## src/include/tlc_pkg.sv

```systemverilog
package tlc_pkg;
  // ********************************************************************
  // Command word layout
  // ********************************************************************
  localparam int WORD_W = 80;
  localparam int OP_HI = 79;
  localparam int OP_LO = 75;
  localparam int ATTN_BIT_HI = 79;
  localparam int ATTN_BIT_LO = 77;
  localparam int WRITE_BIT = 78;
  localparam int NB_LO = 0;
  localparam int NB_W = 4;
  localparam int BA_LO = 4;
  localparam int DA_LO = 8;
  localparam int DA_W = 16;
  localparam int LA_LO = 24;
  localparam int LA_W = 11;
  localparam int TN_LO = 40;
  localparam int TN_W = 11;
  localparam int MAX_BANKS = 16;
  // ********************************************************************
  // Upper five bits of the command
  // ********************************************************************
  localparam logic [4:0] OP_NEW_IMAGE = 5'h1D;
  localparam logic [4:0] OP_MODIFY_IMAGE = 5'h15;
  localparam logic [4:0] OP_END_ATTN = 5'h17;
  localparam logic [4:0] OP_SEEK = 5'h01;
  localparam logic [4:0] OP_CLEAR_SUB = 5'h09;
  localparam logic [4:0] OP_WRITE_EDGE = 5'h0A;
  localparam logic [4:0] OP_CLEAR_EDGE = 5'h0B;
  localparam logic [4:0] OP_SKIP_EDGE = 5'h02;
  // ********************************************************************
  // Reset values and timing
  // ********************************************************************
  localparam logic [NB_W-1:0] BANK_COUNT_RST = 4'h0;
  localparam int TERM_PERIOD_NS = 134;
  localparam int CLK_PERIOD_NS = 50;
  // Terminal periods are modelled as one core cycle each
  localparam int TERM_PERIOD_CYC = 1;
  localparam int STAGGER_CYC = 2;
  typedef enum logic [2:0] {
    ST_IDLE = 3'b000,
    ST_SELECT = 3'b001,
    ST_CLEARCNT = 3'b010,
    ST_PRESEEK = 3'b011,
    ST_LAYER = 3'b100,
    ST_POSTSEEK = 3'b101,
    ST_STAGGER = 3'b110,
    ST_EDGE = 3'b111
  } seq_state_t;
endpackage

```

## src/design/terminal_load_control.sv

```systemverilog
`timescale 1ns/1ps
module terminal_load_control
  import tlc_pkg::*;
(
  input wire logic core_clk,
  input wire logic sys_rst,
  input wire logic clk_en,
  input wire logic word_valid_flag,
  input wire logic [WORD_W-1:0] word_in,
  output logic word_accept_flag,
  output logic [WORD_W-1:0] input_bus,
  output logic terminal_select_strobe,
  output logic counter_clear_line,
  output logic search_active,
  output logic bus_input_select,
  output logic unstagger_line,
  output logic restagger_line,
  output logic [MAX_BANKS-1:0] bank_enable,
  output logic [NB_W-1:0] current_bank_address,
  output logic busy
);
  logic [WORD_W-1:0] bus_reg;
  logic [NB_W-1:0] bank_count_reg;
  logic [NB_W-1:0] bank_address_reg;
  logic [NB_W-1:0] bank_address_next;
  seq_state_t state_reg;
  seq_state_t state_next;
  logic [1:0] stag_cnt_reg;
  logic accept_reg;
  logic [4:0] opcode;
  logic [DA_W-1:0] relative_count;
  logic [NB_W-1:0] target_bank;
  logic all_banks;
  logic one_bank;
  logic bank_wrap;
  logic new_word;

  // ********************************************************************
  // Decoding helpers
  // ********************************************************************
  function automatic logic is_seek_op(input logic [4:0] op);
    is_seek_op = (op == OP_SEEK) || (op == OP_CLEAR_SUB) || (op == OP_END_ATTN)
      || (op == OP_MODIFY_IMAGE) || (op == OP_NEW_IMAGE);
  endfunction

  function automatic logic [MAX_BANKS-1:0] bank_mask(input logic [NB_W-1:0] n);
    logic [MAX_BANKS-1:0] m;
    m = '0;
    for (int i = 0; i < MAX_BANKS; i++) begin
      m[i] = (i <= int'(n));
    end
    bank_mask = m;
  endfunction

  assign opcode = bus_reg[OP_HI:OP_LO];
  assign relative_count = bus_reg[DA_LO +: DA_W];
  assign target_bank = (opcode == OP_END_ATTN) ? '0 : bus_reg[BA_LO +: NB_W];
  assign input_bus = bus_reg;
  assign current_bank_address = bank_address_reg;
  assign busy = (state_reg != ST_IDLE);
  assign word_accept_flag = accept_reg;
  assign bank_wrap = (bank_address_reg == bank_count_reg);

  // ********************************************************************
  // Word intake
  // ********************************************************************
  assign new_word = word_valid_flag && !accept_reg && (state_reg == ST_IDLE);

  always_ff @(posedge core_clk) begin
    if (sys_rst) begin
      accept_reg <= 1'b0;
    end else if (clk_en) begin
      accept_reg <= new_word;
    end
  end

  // Load word, or count the relative field down per whole layer
  always_ff @(posedge core_clk) begin
    if (sys_rst) begin
      bus_reg <= '0;
    end else if (clk_en) begin
      if (new_word) begin
        bus_reg <= word_in;
      end else if (all_banks && state_reg == ST_LAYER && relative_count != '0) begin
        bus_reg[DA_LO +: DA_W] <= relative_count - 16'h0001;
      end
    end
  end

  // ********************************************************************
  // Sequencer
  // ********************************************************************
  always_comb begin
    state_next = state_reg;
    case (state_reg)
      ST_IDLE: begin
        if (accept_reg) begin
          if (bus_reg[ATTN_BIT_HI] && bus_reg[ATTN_BIT_LO]) begin
            state_next = ST_SELECT;
          end else if (is_seek_op(opcode)) begin
            state_next = ST_PRESEEK;
          end else if (opcode == OP_WRITE_EDGE || opcode == OP_CLEAR_EDGE
                       || opcode == OP_SKIP_EDGE) begin
            state_next = ST_EDGE;
          end
        end
      end
      ST_SELECT: begin
        if (opcode == OP_NEW_IMAGE) begin
          state_next = ST_CLEARCNT;
        end else begin
          state_next = ST_PRESEEK;
        end
      end
      ST_CLEARCNT: state_next = ST_PRESEEK;
      ST_PRESEEK: begin
        if (relative_count == '0) begin
          state_next = ST_POSTSEEK;
        end else if (bank_address_reg == '0) begin
          state_next = ST_LAYER;
        end
      end
      ST_LAYER: begin
        if (relative_count == 16'h0001) begin
          state_next = ST_POSTSEEK;
        end
      end
      ST_POSTSEEK: begin
        if (bank_address_reg == target_bank) begin
          if (opcode == OP_MODIFY_IMAGE || opcode == OP_END_ATTN) begin
            state_next = ST_STAGGER;
          end else begin
            state_next = ST_IDLE;
          end
        end
      end
      ST_STAGGER: begin
        if (stag_cnt_reg == 2'(STAGGER_CYC - 1)) begin
          state_next = ST_IDLE;
        end
      end
      ST_EDGE: state_next = ST_IDLE;
      default: state_next = ST_IDLE;
    endcase
  end

  always_ff @(posedge core_clk) begin
    if (sys_rst) begin
      state_reg <= ST_IDLE;
    end else if (clk_en) begin
      state_reg <= state_next;
    end
  end

  always_ff @(posedge core_clk) begin
    if (sys_rst) begin
      stag_cnt_reg <= 2'h0;
    end else if (clk_en) begin
      stag_cnt_reg <= (state_reg == ST_STAGGER) ? stag_cnt_reg + 2'h1 : 2'h0;
    end
  end

  // ********************************************************************
  // Bank enables
  // ********************************************************************
  // Whole-layer clocking while searching, then stagger first period
  assign all_banks = (state_reg == ST_LAYER) ||
    (state_reg == ST_STAGGER && stag_cnt_reg == 2'h0);
  // Single-bank steps for edge commands and before and after the layer run
  assign one_bank = (state_reg == ST_EDGE) ||
    (state_reg == ST_PRESEEK && relative_count != '0 && bank_address_reg != '0) ||
    (state_reg == ST_POSTSEEK && bank_address_reg != target_bank);

  always_comb begin
    bank_enable = '0;
    if (all_banks) begin
      bank_enable = bank_mask(bank_count_reg);
    end else if (one_bank) begin
      bank_enable[bank_address_reg] = 1'b1;
    end
  end

  always_comb begin
    bank_address_next = bank_address_reg;
    if (one_bank) begin
      bank_address_next = bank_wrap ? '0 : bank_address_reg + 4'h1;
    end else if (all_banks) begin
      bank_address_next = '0;
    end
  end

  // Attention zeroes the bank address and captures the count
  always_ff @(posedge core_clk) begin
    if (sys_rst) begin
      bank_count_reg <= BANK_COUNT_RST;
      bank_address_reg <= '0;
    end else if (clk_en) begin
      if (state_reg == ST_IDLE && accept_reg && bus_reg[ATTN_BIT_HI] && bus_reg[ATTN_BIT_LO]) begin
        bank_count_reg <= bus_reg[NB_LO +: NB_W];
        bank_address_reg <= '0;
      end else begin
        bank_address_reg <= bank_address_next;
      end
    end
  end

  // ********************************************************************
  // Control lines
  // ********************************************************************
  assign terminal_select_strobe = (state_reg == ST_SELECT);
  assign counter_clear_line = (state_reg == ST_CLEARCNT);
  assign search_active = (state_reg == ST_LAYER);
  // Clear-sub-block writes nulls only while banks are clocked
  assign bus_input_select = bus_reg[WRITE_BIT] && busy &&
    ((opcode != OP_CLEAR_SUB) || (bank_enable != '0));
  assign unstagger_line = (state_reg == ST_STAGGER) && (opcode == OP_MODIFY_IMAGE);
  assign restagger_line = (state_reg == ST_STAGGER) && (opcode == OP_END_ATTN);

  // ********************************************************************
  // Checks
  // ********************************************************************
  a_select_one_cycle: assert property (@(posedge core_clk) disable iff (sys_rst)
    $rose(terminal_select_strobe) && clk_en |=> !terminal_select_strobe || !clk_en)
    else $error("select strobe longer than one period");
  a_clear_after_select: assert property (@(posedge core_clk) disable iff (sys_rst)
    $fell(terminal_select_strobe) && opcode == OP_NEW_IMAGE |-> counter_clear_line)
    else $error("counter clear missing after select");
  a_bank_modulo: assert property (@(posedge core_clk) disable iff (sys_rst)
    bank_address_reg <= bank_count_reg || $past(accept_reg))
    else $error("bank address beyond bank count");
  a_stagger_banks: assert property (@(posedge core_clk) disable iff (sys_rst)
    $rose(unstagger_line) |-> bank_enable == bank_mask(bank_count_reg))
    else $error("unstagger without all banks");
  a_restagger_len: assert property (@(posedge core_clk) disable iff (sys_rst || !clk_en)
    $rose(restagger_line) |=> restagger_line ##1 !restagger_line)
    else $error("restagger not two periods");
  a_wrap_on_last: assert property (@(posedge core_clk) disable iff (sys_rst)
    clk_en && bank_enable[bank_count_reg] && !accept_reg |=> bank_address_reg == '0)
    else $error("bank address not zero after last bank");
  a_no_accept_busy: assert property (@(posedge core_clk) disable iff (sys_rst)
    busy && word_valid_flag |=> !word_accept_flag)
    else $error("word accepted while busy");
  a_write_select: assert property (@(posedge core_clk) disable iff (sys_rst)
    search_active && opcode != OP_CLEAR_SUB |-> bus_input_select == bus_reg[WRITE_BIT])
    else $error("bus input select wrong");
endmodule // terminal_load_control

```

## config.mk

```make
export PLATFORM = sky130hd
export DESIGN_NAME = terminal_load_control
export DESIGN_NICKNAME = d
export VERILOG_FILES = /design/src/include/tlc_pkg.sv /design/src/design/terminal_load_control.sv
export SDC_FILE = /design/constraint.sdc
export NUM_CORES = 1
export LEC_CHECK = 0
export BUFFER_PORTS_ARGS = -buffer_cell sky130_fd_sc_hd__buf_2
export CORE_MARGIN = 1
export CORE_UTILIZATION = 49
export DETAILED_ROUTE_END_ITERATION = 10
export HOLD_SLACK_MARGIN = 0.15
export PLACE_DENSITY_LB_ADDON = 0.15
export SYNTH_ARGS = -nofsm -noshare
export SYNTH_HDL_FRONTEND = slang
export SYNTH_SLANG_ARGS = --single-unit
```

## constraint.sdc

```tcl
create_clock -name core_clk -period 3.2 [get_ports core_clk]
set_clock_uncertainty 0.05 [all_clocks]
set_input_delay 0.16 -clock core_clk [delete_from_list [all_inputs] [get_ports core_clk]]
set_output_delay 0.16 -clock core_clk [all_outputs]
set_load 0.05 [all_outputs]
```

==> metrics.md <==
| Metric | Value |
|---|---|
| Vias in the first global route | 5408 |
| Synth-to-layout area growth | 45.9% |
| Pin count of the biggest net entering global routing | 66 |
| Crit. End Element | primary output |
| HP Start | word_in[10] |
| Syn Inst Count | 645 |
| Power, Total | 5.33 mW |
| Cts bufs inserted | 9 |
| Vias/cell | 5.52 |
| Syn_nets | 737 |
| Worst-Skew Late Latency | 370 ps |
| Final hold violations | 0 |
| Diode count | 0 |
| Max-Cap Viols | 0 |
| Crit path kind | reg2out |
| FF-to-FF path depth | 10 |
| Root Buffer | clkbuf_8 |
| Post-synth top flop | dfxtp_1 |
| Row cnt | 35 |
| Synth Register Bits | 94 |
| Final critical-path share of the clock period | 0.959 |
| Input/output buffers | 191 |
| Post-route antenna net violation count | 0 |
| Residual DRC | 0 |
| Placer Congestion | 0.898 |
| Leak | 2.96 nW |
| Power Density | 782 nW/um2 |
| Async S/R FF share, synth | 0 |
| Layout Cells excl Fill | 1027 |
| Max_slew headroom | 0.456 |
| Post-DP HPWL | 9.57 mm |
| CTS Buffer Depth | 2 |
| Layout cells sized above 1 | 0.275 |
| GRT Overall Usage | 0.317 |
| Final min period | 3070 ps |
| Critical R2R Launch | input_bus[8]$_SDFFE_PP0P_ |
| Final setup vio count | 0 |
| Clk sinks | 94 |
| Largest register FFs | 80 |
| Max Slew Vio Count | 0 |
| WL/cell | 15.2 um |
| Die Footprint | 9930 um2 |
| Die width | 99.6 um |
| VDD IR max | 378 uV |
| Initial DRC Count | 352 |
| Syn avg cell area | 7.24 um2 |
| Initial core utilization | 0.506 |
| Core area | 9240 um2 |
| Pre-antenna DRT Iters | 5 |
| Yosys warnings | 0 |
| Class of the worst hold path | in2reg |
| Initial antenna violation count | 0 |
| RSZ-0062 raised after global routing | false |
| Unique masters post-synth | 58 |
| Storage element area | 1890 um2 |
| Total wire length | 15.6 mm |
| Worst Setup Start Kind | register |
| Fmax | 326 MHz |
| Overflow after GRT | 0 |
| Status | complete, no violations |
| First-pass GRT wire length | 25.3 mm |
| Area of the multi-input gates | 2640 um2 |
| DP Cell Count | 927 |
| Mapped Area | 4670 um2 |
| CTS H-tree lvls | 3 |
| Critical Path Start | input_bus[12]$_SDFFE_PP0P_ |
| Worst EP required | 2990 ps |
| Post-synth EDFFs | 0 |
| Maximum fanout along the worst path | 9 |
| TritonCTS clock tree | built |
| WP data arrival | 2860 ps |
| Actual slew at the worst max-slew pin | 811 ps |
| # IOs | 192 |
| Sequential-to-total area share from yosys stat | 0.403 |
| Worst hold path stage count | 5 |
| DR vias | 5672 |
| Final net count | 986 |
| Clock slew at reported path FFs | 100 ps |
| # fillers | 707 |
| Die H | 99.6 um |
-- layout by cell type, fill, tap and decap left out, types with 5 or more instances in the layout --
cell	instances
buf_4	12
dlygate4sd3_1	83
o21ai_0	29
buf_2	190
xnor2_1	6
nor3_1	10
dfxtp_2	5
a31oi_1	5
ha_1	7
nand3b_1	5
o21ai_1	9
dfxtp_1	89
a211oi_1	6
nand3_1	15
a21oi_1	96
nand2_1	172
clkbuf_8	9
and2_1	7
inv_1	9
nor4_1	7
o22ai_1	5
nand4_1	5
nor2_1	40
a22oi_1	7
-- area by class of cell --
class | instances | share of cell area
inverters | 11 | 0.00606
repair buffers | 287 | 0.280
flip-flops and latches | 94 | 0.277
multi-input cells | 491 | 0.388
clock buffers | 9 | 0.0182
well taps | 129 | 0.0237
clock inverters | 6 | 0.00679
-- synthesized netlist by cell type (3+ instances only) --
| cell | number | area share |
|---|---|---|
| a21oi_1 | 96 | 0.10 |
| or4_1 | 3 | 0.0048 |
| xnor2_1 | 6 | 0.011 |
| dfxtp_1 | 94 | 0.40 |
| clkbuf_1 | 36 | 0.029 |
| a31oi_1 | 5 | 0.0067 |
| a211oi_1 | 6 | 0.0096 |
| o21ai_0 | 30 | 0.032 |
| nand4_1 | 5 | 0.0067 |
| nand3b_1 | 5 | 0.0080 |
| a22oi_1 | 7 | 0.011 |
| nor4_1 | 8 | 0.011 |
| ha_1 | 8 | 0.021 |
| nor2b_1 | 3 | 0.0040 |
| o22ai_1 | 5 | 0.0067 |
| o21ai_1 | 8 | 0.0086 |
| nand2_1 | 174 | 0.14 |
| nor3_1 | 10 | 0.011 |
| inv_1 | 10 | 0.0080 |
| and2_1 | 8 | 0.011 |
| buf_2 | 12 | 0.013 |
| nand3_1 | 15 | 0.016 |
| nor2_1 | 40 | 0.032 |
| o32ai_1 | 4 | 0.0075 |
| o21a_1 | 3 | 0.0048 |
-- path summary, 6_finish.rpt --
check | to | slack, ps
max | bus_input_select | 130
min | input_bus[10]$_SDFFE_PP0P_ | 170
max reg2reg | input_bus[15]$_SDFFE_PP0P_ | 180
min reg2reg | input_bus[32]$_SDFFE_PP0P_ | 410
-- critical path: stages, from the launching register on --
cell,delay (ps)
dfxtp_1,400
nor4_2,440
nand4_1,250
a22o_4,320
nand2_4,100
o32ai_4,80
or3_1,370
o311a_1,330
buf_4,190
-- power breakdown --
part | total [mW] | internal, mW | switching [mW]
Combinational | 2.95 | 0.958 | 1.99
Clock | 0.725 | 0.284 | 0.441
Sequential | 1.66 | 1.38 | 0.280
-- kinds of logic (layout without fill, tap and decap cells) --
group,count (synthesis),in the layout,share of synthesized area
muxes,2,2,0.00429
AOI/OAI and AO/OA,181,181,0.224
xor gates and xnor gates,7,7,0.0131
adders and majority gates,8,8,0.0214
buffers and inverters,60,313,0.0514
and+or+nand+nor,293,293,0.283
DFF,94,94,0.403
-- routing by layer --
metal  vias up  routed length [um]  track usage
met1      2617                6300        0.375
met3        49                1180       0.0759
met4         0                 585        0.155
met2       283                7550        0.538
li1       2723                   -            -
met5         -                   0            0
-- repair_timing --
item / in CTS / in global routing
endpoints found under the setup margin: 1 / 14
endpoints found under the hold margin: 78 / 0
resized for setup: 2 / 15
pin swaps: 1 / 1
buffers inserted: 2 / 0
hold buffers: 83 / 0
-- metrics by stage --
stage               hold slack [ps]  setup TNS, ps  instance area (um2)  worst slack, ps  utilization
floorplan                       246           -151                 4720             -151            -
global placement                349              0                 5740              399        0.621
detailed placement              356              0                 5740              307        0.621
CTS                             160              0                 6780             56.5        0.733
global route                    169              0                 6820             7.00        0.738
finish                          172              0                 6820              133        0.738
No activity file was read; power rests on OpenSTA's default activity.
